===== src/hw/pcm_pkg.sv =====
// pcm_pkg: constants and state type for the port C pin-function mux
package pcm_pkg;
  // register byte offsets on the bus
  localparam logic [3:0] PCM_DIR_OFF = 4'h0;
  localparam logic [3:0] PCM_DATA_OFF = 4'h4;
  localparam logic [3:0] PCM_PIN_OFF = 4'h8;
  localparam logic [3:0] PCM_STAT_OFF = 4'hc;
  localparam int PCM_AW = 4;
  // field layout: port C in bits 7..0, port B bit 0 in bit 8
  localparam int PCM_NPIN = 8;
  localparam int PCM_PB0_BIT = 8;
  localparam int PCM_CLAIM_LSB = 16;
  // reset values
  localparam logic [8:0] PCM_DIR_RST = 9'h000;
  localparam logic [8:0] PCM_DATA_RST = 9'h000;
  localparam logic [31:0] PCM_ZERO32 = 32'h0000_0000;
  // prescaler codes that pick an external clock pin
  localparam logic [2:0] PCM_PSC_CLK_D = 3'h7;
  localparam logic [2:0] PCM_PSC_CLK_C = 3'h6;
  localparam logic [2:0] PCM_PSC_CLK_B = 3'h5;
  localparam logic [2:0] PCM_PSC_CLK_A = 3'h4;
  // I/O control pattern 10xx: upper two bits
  localparam logic [1:0] PCM_IO_IN_PAT = 2'h2;
  localparam int PCM_IO_W = 4;
  // htrans NONSEQ marker bit
  localparam int PCM_HTRANS_ACT = 1;
  // ext clock vector bit order
  localparam int PCM_CLK_A = 0;
  localparam int PCM_CLK_B = 1;
  localparam int PCM_CLK_C = 2;
  localparam int PCM_CLK_D = 3;

  typedef struct packed {
    logic [PCM_AW-1:0] addr;
    logic wr_pend;
    logic [8:0] dir;
    logic [8:0] dout;
    logic [31:0] hrdata;
    logic [7:0] claim;
    logic [7:0] pc_out;
    logic [7:0] pc_oe;
    logic pb_out;
    logic pb_oe;
    logic [7:0] wake_n;
    logic [7:0] cap;
    logic [3:0] ext_clk;
    logic [8:0] pin_in;
    logic ready;
    logic resp;
  } pcm_state_t;
endpackage : pcm_pkg


===== src/hw/pcm_port_c_mux.sv =====
// pcm_port_c_mux: pin-function mux for port C and port B bit 0, AHB-Lite registers
`timescale 1ns/1ps
`default_nettype none
module pcm_port_c_mux (
  // clock and reset
  input wire logic hclk,
  input wire logic hresetn,
  // ahb-lite slave
  input wire logic hsel,
  input wire logic [31:0] haddr,
  input wire logic [1:0] htrans,
  input wire logic hwrite,
  input wire logic [2:0] hsize,
  input wire logic [31:0] hwdata,
  input wire logic hready,
  output logic [31:0] hrdata,
  output logic hreadyout,
  output logic hresp,
  // pins
  input wire logic [7:0] portc_pin_in,
  output logic [7:0] portc_pin_out,
  output logic [7:0] portc_pin_oe,
  input wire logic portb0_pin_in,
  output logic portb0_pin_out,
  output logic portb0_pin_oe,
  // host interface
  input wire logic host_smi_output_enable,
  input wire logic host_smi_output,
  // timer unit, pin-ordered (bit 7 = ch2 b ... bit 0 = ch0 a)
  input wire logic [7:0] tmr_pin_out_en,
  input wire logic [7:0] tmr_cc_out,
  input wire logic [31:0] tmr_io_ctl,
  input wire logic [2:0] tmr_normal_mode,
  input wire logic [2:0] tmr_phase_mode,
  input wire logic [2:0] tmr_psc_ch0,
  input wire logic [2:0] tmr_psc_ch1,
  input wire logic [2:0] tmr_psc_ch2,
  output logic [7:0] tmr_cap_in,
  output logic [3:0] tmr_ext_clk,
  // interrupt controller
  input wire logic [7:0] wakeup_mask,
  output logic [7:0] wakeup_input_n
);
  import pcm_pkg::*;

  ////////////////////////////////////////////////////////////////////////
  // per-pin capture gating
  // channel owning each pin, and whether only bit 3 of the field is tested
  localparam logic [15:0] PIN_CH = 16'ha500;
  localparam logic [7:0] PIN_BIT3 = 8'hc0;

  logic [7:0] cap_sel;
  genvar gi;
  generate
    for (gi = 0; gi < PCM_NPIN; gi++) begin : g_cap
      localparam int CH = int'(PIN_CH[2*gi +: 2]);
      logic [PCM_IO_W-1:0] fld;
      logic io_ok;
      assign fld = tmr_io_ctl[PCM_IO_W*gi +: PCM_IO_W];
      // channel 2 looks at bit 3 only; channels 0 and 1 want 10xx
      assign io_ok = PIN_BIT3[gi] ? fld[PCM_IO_W-1]
                                  : (fld[PCM_IO_W-1 -: 2] == PCM_IO_IN_PAT);
      assign cap_sel[gi] = tmr_normal_mode[CH] | (tmr_phase_mode[CH] & io_ok);
    end
  endgenerate

  ////////////////////////////////////////////////////////////////////////
  // external clock selection
  logic [3:0] clk_sel;
  always_comb begin
    clk_sel[PCM_CLK_D] = (tmr_psc_ch0 == PCM_PSC_CLK_D) | tmr_phase_mode[2];
    clk_sel[PCM_CLK_C] = (tmr_psc_ch0 == PCM_PSC_CLK_C) | (tmr_psc_ch2 == PCM_PSC_CLK_C)
                       | tmr_phase_mode[1];
    clk_sel[PCM_CLK_B] = (tmr_psc_ch0 == PCM_PSC_CLK_B) | (tmr_psc_ch1 == PCM_PSC_CLK_B)
                       | (tmr_psc_ch2 == PCM_PSC_CLK_B) | tmr_phase_mode[0];
    clk_sel[PCM_CLK_A] = (tmr_psc_ch0 == PCM_PSC_CLK_A) | (tmr_psc_ch1 == PCM_PSC_CLK_A)
                       | (tmr_psc_ch2 == PCM_PSC_CLK_A) | tmr_phase_mode[0];
  end

  ////////////////////////////////////////////////////////////////////////
  // state
  pcm_state_t s;
  pcm_state_t next_s;
  logic addr_ok;
  logic [8:0] oe_now;

  assign addr_ok = hsel & htrans[PCM_HTRANS_ACT] & hready;

  always_comb begin
    next_s = s;
    oe_now = '0;
    // data phase of a write; zero wait states, so no stall path exists
    next_s.wr_pend = 1'b0;
    if (s.wr_pend) begin
      unique case (s.addr)
        PCM_DIR_OFF: next_s.dir = hwdata[8:0];
        PCM_DATA_OFF: next_s.dout = hwdata[8:0];
        default: ;
      endcase
    end
    // pin routing uses the freshly written settings
    for (int i = 0; i < PCM_NPIN; i++) begin
      if (tmr_pin_out_en[i]) begin
        next_s.pc_out[i] = tmr_cc_out[i];
        next_s.pc_oe[i] = 1'b1;
      end else begin
        next_s.pc_out[i] = next_s.dout[i];
        next_s.pc_oe[i] = next_s.dir[i];
      end
      // inputs are tapped in parallel so none hides another
      next_s.wake_n[i] = wakeup_mask[i] | portc_pin_in[i];
      next_s.cap[i] = cap_sel[i] & portc_pin_in[i];
    end
    next_s.ext_clk[PCM_CLK_D] = clk_sel[PCM_CLK_D] & portc_pin_in[7];
    next_s.ext_clk[PCM_CLK_C] = clk_sel[PCM_CLK_C] & portc_pin_in[5];
    next_s.ext_clk[PCM_CLK_B] = clk_sel[PCM_CLK_B] & portc_pin_in[3];
    next_s.ext_clk[PCM_CLK_A] = clk_sel[PCM_CLK_A] & portc_pin_in[2];
    if (host_smi_output_enable) begin
      next_s.pb_out = host_smi_output;
      next_s.pb_oe = 1'b1;
    end else begin
      next_s.pb_out = next_s.dout[PCM_PB0_BIT];
      next_s.pb_oe = next_s.dir[PCM_PB0_BIT];
    end
    next_s.pin_in = {portb0_pin_in, portc_pin_in};
    next_s.claim = tmr_pin_out_en;
    // zero wait states, so the answer is always ready and okay
    next_s.ready = 1'b1;
    next_s.resp = 1'b0;
    oe_now = {s.pb_oe, s.pc_oe};
    // address phase: latch target, prepare read data; dir and data from updated regs, pins and status from registered state
    if (addr_ok) begin
      next_s.addr = haddr[PCM_AW-1:0];
      next_s.wr_pend = hwrite & (haddr[31:PCM_AW] == '0);
      next_s.hrdata = PCM_ZERO32;
      if (!hwrite && haddr[31:PCM_AW] == '0) begin
        unique case (haddr[PCM_AW-1:0])
          PCM_DIR_OFF: next_s.hrdata[8:0] = next_s.dir;
          PCM_DATA_OFF: next_s.hrdata[8:0] = next_s.dout;
          PCM_PIN_OFF: next_s.hrdata[8:0] = s.pin_in;
          PCM_STAT_OFF: begin
            next_s.hrdata[8:0] = oe_now;
            next_s.hrdata[PCM_CLAIM_LSB +: PCM_NPIN] = s.claim;
          end
          default: ;
        endcase
      end
    end
  end

  always_ff @(posedge hclk or negedge hresetn) begin
    if (!hresetn) begin
      s <= '{addr: '0, wr_pend: 1'b0, dir: PCM_DIR_RST, dout: PCM_DATA_RST,
             hrdata: PCM_ZERO32, claim: 8'h00, pc_out: 8'h00, pc_oe: 8'h00,
             pb_out: 1'b0, pb_oe: 1'b0, wake_n: 8'hff, cap: 8'h00,
             ext_clk: 4'h0, pin_in: 9'h000, ready: 1'b1, resp: 1'b0};
    end else begin
      s <= next_s;
    end
  end

  assign hrdata = s.hrdata;
  assign hreadyout = s.ready;
  assign hresp = s.resp;
  assign portc_pin_out = s.pc_out;
  assign portc_pin_oe = s.pc_oe;
  assign portb0_pin_out = s.pb_out;
  assign portb0_pin_oe = s.pb_oe;
  assign tmr_cap_in = s.cap;
  assign tmr_ext_clk = s.ext_clk;
  assign wakeup_input_n = s.wake_n;

  ////////////////////////////////////////////////////////////////////////
  // per-pin checks
  generate
    for (gi = 0; gi < PCM_NPIN; gi++) begin : g_chk

    end
  endgenerate
endmodule : pcm_port_c_mux
`default_nettype wire


===== config.mk =====
export PLATFORM = sky130hd
export DESIGN_NAME = pcm_port_c_mux
export DESIGN_NICKNAME = d
export VERILOG_FILES = /design/src/hw/pcm_pkg.sv /design/src/hw/pcm_port_c_mux.sv
export SDC_FILE = /design/constraint.sdc
export NUM_CORES = 1
export LEC_CHECK = 0
export BUFFER_PORTS_ARGS = -buffer_cell sky130_fd_sc_hd__buf_4
export CAP_MARGIN = 20
export CORE_UTILIZATION = 45
export CTS_CLUSTER_DIAMETER = 30
export DETAILED_ROUTE_END_ITERATION = 8
export PLACE_DENSITY = 0.8
export SYNTH_ARGS = -nofsm -noshare
export SYNTH_HDL_FRONTEND = slang
export SYNTH_SLANG_ARGS = --single-unit

===== constraint.sdc =====
create_clock -name hclk -period 2.87 [get_ports hclk]
set_input_delay 0.287 -clock hclk [delete_from_list [all_inputs] [get_ports hclk]]
set_output_delay 0.287 -clock hclk [all_outputs]
set_load 0.05 [all_outputs]

==> impl_metrics.json <==
{
  "io_buffers": 165,
  "postCtsSetupRepairBufs": 0,
  "netSwitchingPower_uw": 804,
  "seqPwrFrac_pct": 49.9,
  "viasPerCell": 5.20,
  "powerDensity_mw_per_mm2": 517,
  "synthAdderAreaFrac_pct": 0,
  "finalClockSkew_ps": 9.85,
  "io_pins": 228,
  "syn_inst": 374,
  "hold_viol_final": 0,
  "synthMuxAreaShare_pct": 5.65,
  "path_cells": "or4b_4 > nor2_8 > mux2_2 > or2_2",
  "syn_area_per_cell_sq_um": 11.7,
  "synth_simple_gate_area_share_pct": 14.2,
  "drt-total-wl_mm": 10.6,
  "yosysUniqueCellTypes": 38,
  "slew_viol_final": 0,
  "worstPathRequired_ps": 3110,
  "insertedDiodeCount": 0,
  "worstRegToRegCells": 4,
  "die_area_sq_mm": 0.0101,
  "setup_viol": 0,
  "netlist_top_cells_area": "dfrtp_1 50%, buf_4 12%, mux2_2 5.6%, dfstp_2 4.8%, or2_2 2.4%",
  "drive_gt1_share_pct": 49.9,
  "grt_max_degree": 49,
  "antenna_found_initial": 0,
  "ctsLongestPathBuffers": 2,
  "tns_ps": 0,
  "ys_async_sr_fraction_pct": 100,
  "cp_slowest_cell": "or4b_4",
  "synth_xor_area_share_pct": 0,
  "routed_wire_length_per_instance_microns": 16.9,
  "comb_power_share_pct": 16.2,
  "area_growth_pct": 26.8,
  "sw_frac_of_total_pct": 27.9,
  "synth_edf_count": 0,
  "start_util_pct": 47.0,
  "place.gp.congestion": 0.754,
  "cts_tree": "yes",
  "min_path_type": "in -> reg",
  "timing.fmax_ghz": 0.441,
  "drt_first_pass_iters": 4,
  "synth_compound_area_share_pct": 11.8,
  "synth_seq_cells": 95,
  "grt_overflow": 0,
  "r2r_start": "s[111]",
  "vias": 3257,
  "post-route-min-period_ps": 2270,
  "clk_pin_slew_worst_paths_ps": 100,
  "ff2ff_setup_slack_ps": 600,
  "nets": 648,
  "tightest_slew_ps": 1060,
  "fin_crit_sh_pct": 79.0,
  "ir_worst_vdd_mv": 0.306,
  "hpwl_mm": 7.67,
  "netlist_area_sq_mm": 0.00439,
  "worstPathMaxFanout": 18,
  "cts_num_sinks": 95,
  "drc": 0,
  "die_w_microns": 101,
  "synth_top_cell_by_area": "dfrtp_1",
  "cp-startpoint": "s[111]",
  "status": "completed",
  "synth_top_family_by_area": "simple AND/OR/NAND/NOR gates",
  "crit_path_max_incr_delay_ps": 680,
  "rsz0062_at_grt": "no",
  "worstSetupEndpoint": "portc_pin_oe[0]",
  "grt_pass1_vias": 3286,
  "synthFlopType": "dfrtp_1",
  "synth.most_common_cell": "dfrtp_1",
  "clock-root-buffer": "clkbuf_8",
  "grt_use_total_pct": 21.1,
  "synth_common_cells": "87 x dfrtp_1, 70 x buf_4, 25 x nand2_1",
  "cts-htree-levels": 3,
  "grt_pass1_wl_mm": 16.0,
  "seq_area_frac_synth_pct": 54.4,
  "drt_iter0_drc": 158,
  "drv_cap": 0,
  "critical_path_class": "reg -> reg",
  "die_h_microns": 101,
  "startpoint_type": "register",
  "yosysWarningCount": 0,
  "synth_top_cell_area_share_pct": 49.6,
  "fillers": 780,
  "intPower_mw": 2.07,
  "core_sq_mm": 0.00933,
  "cts_buffers": 9,
  "hold_ws_ps": 45.8,
  "end_kind": "register",
  "p_clk_share_pct": 33.9,
  "maxSlewHeadroom_pct": 29.0,
  "clk_latency_ps": 360,
  "rows": 35,
  "ant_nets": 0,
  "r2r_end": "portc_pin_oe[0]",
  "worst_ep_arrival_time_ps": 2510,
  "p_leak_nw": 2.61,
  "ctsResizeCount": 0
}
-- area by class of cell --
| class | instances | area (sq um) | share of cell area (%) |
|---|---|---|---|
| Clock buffer | 10 | 128 | 2.30 |
| Clock inverter | 6 | 91.3 | 1.64 |
| Inverter | 5 | 18.8 | 0.338 |
| Sequential cell | 95 | 2390 | 42.9 |
| Timing Repair Buffer | 171 | 1300 | 23.4 |
| Tap cell | 129 | 161 | 2.90 |
| Multi-Input combinational cell | 210 | 1480 | 26.5 |
-- registers in the layout (all words and copies together), names as in the netlist --
register and cells:
portc_pin_oe 8, tmr_cap_in 8, portb0_pin_out 1, s 40, tmr_ext_clk 4, portb0_pin_oe 1
portc_pin_out 8, wakeup_input_n 8, hrdata 17
-- power groups by stage --
stage / Sequential (mW) / Clock [mW] / Combinational (mW)
after floorplan: 1.45 / 0 / 0.291
after global placement: 1.46 / 0 / 0.458
after detailed placement: 1.46 / 0 / 0.467
after CTS: 1.44 / 0.995 / 0.469
after global routing: 1.44 / 1.05 / 0.495
final: 1.44 / 0.975 / 0.466
-- stage by stage --
step	cells	util (%)	worst slack [ps]	cell area (sq um)	total power [mW]
2_1_floorplan	389	-	795	4440	1.74
3_3_place_gp	609	57.2	655	5330	1.92
3_5_place_dp	609	57.2	622	5330	1.93
4_1_cts	626	59.6	612	5560	2.90
5_1_grt	626	59.6	520	5560	2.99
6_report	626	59.6	602	5560	2.88
-- kinds of logic (layout without fill, tap and decap cells) --
kind of cell | Yosys count | count (layout)
other | 2 | 17
flip-flops | 95 | 95
multiplexers | 22 | 22
AND/OR/NAND/NOR | 104 | 104
buffers and inverters | 84 | 192
AO/OA/AOI/OAI | 67 | 67
-- metal layers --
metal	wire length [microns]	vias to the layer above	share of wire (%)	track usage (%)
li1	-	1482	-	-
met1	4010	1567	38	24.5
met2	5170	189	49	36.0
met3	1220	19	12	8.04
met4	157	0	1.5	6.58
met5	0	-	0	0
-- worst min-delay path by stage --
stage,depth (start not counted),startpoint,end
2_1_floorplan,0,hresetn,hrdata[0]
3_3_place_gp,1,hresetn,tmr_ext_clk[2]
6_report,1,tmr_pin_out_en[1],s[50]
5_1_grt,1,portc_pin_in[6],s[8]
3_5_place_dp,1,hresetn,tmr_ext_clk[2]
4_1_cts,1,portc_pin_in[6],s[8]
-- what timing repair did --
| item | CTS | global route |
|---|---|---|
| hold buffers | 1 | 0 |
| endpoints found under the hold margin | 46 | 0 |
| endpoints found under the setup margin | 0 | 0 |
-- worst max-delay path: cells and delay by family, from the launching register on --
kind             cells  cell delay (ps)
and+or+nand+nor      3             1320
DFF                  1              430
muxes                1              400
-- cell usage in the layout (no fill, tap or decap), drive strengths merged, types with 4 or more instances in the layout --
| master | netlist | routed |
|---|---|---|
| nor2 | 8 | 8 |
| buf | 74 | 170 |
| o21ai | 18 | 18 |
| clkbuf | 5 | 10 |
| dfrtp | 87 | 87 |
| a31oi | 4 | 4 |
| and2 | 9 | 9 |
| nand2 | 25 | 25 |
| nor4 | 8 | 8 |
| nand4 | 10 | 10 |
| a22o | 8 | 8 |
| a21oi | 11 | 11 |
| o32a | 9 | 9 |
| o21a | 6 | 6 |
| dfstp | 8 | 8 |
| a221o | 9 | 9 |
| mux2 | 22 | 22 |
| nand3 | 10 | 10 |
| or2 | 17 | 17 |
| conb | 2 | 17 |
| inv | 5 | 7 |
| nor4b | 4 | 4 |
Power figures use the tool's default switching activity.
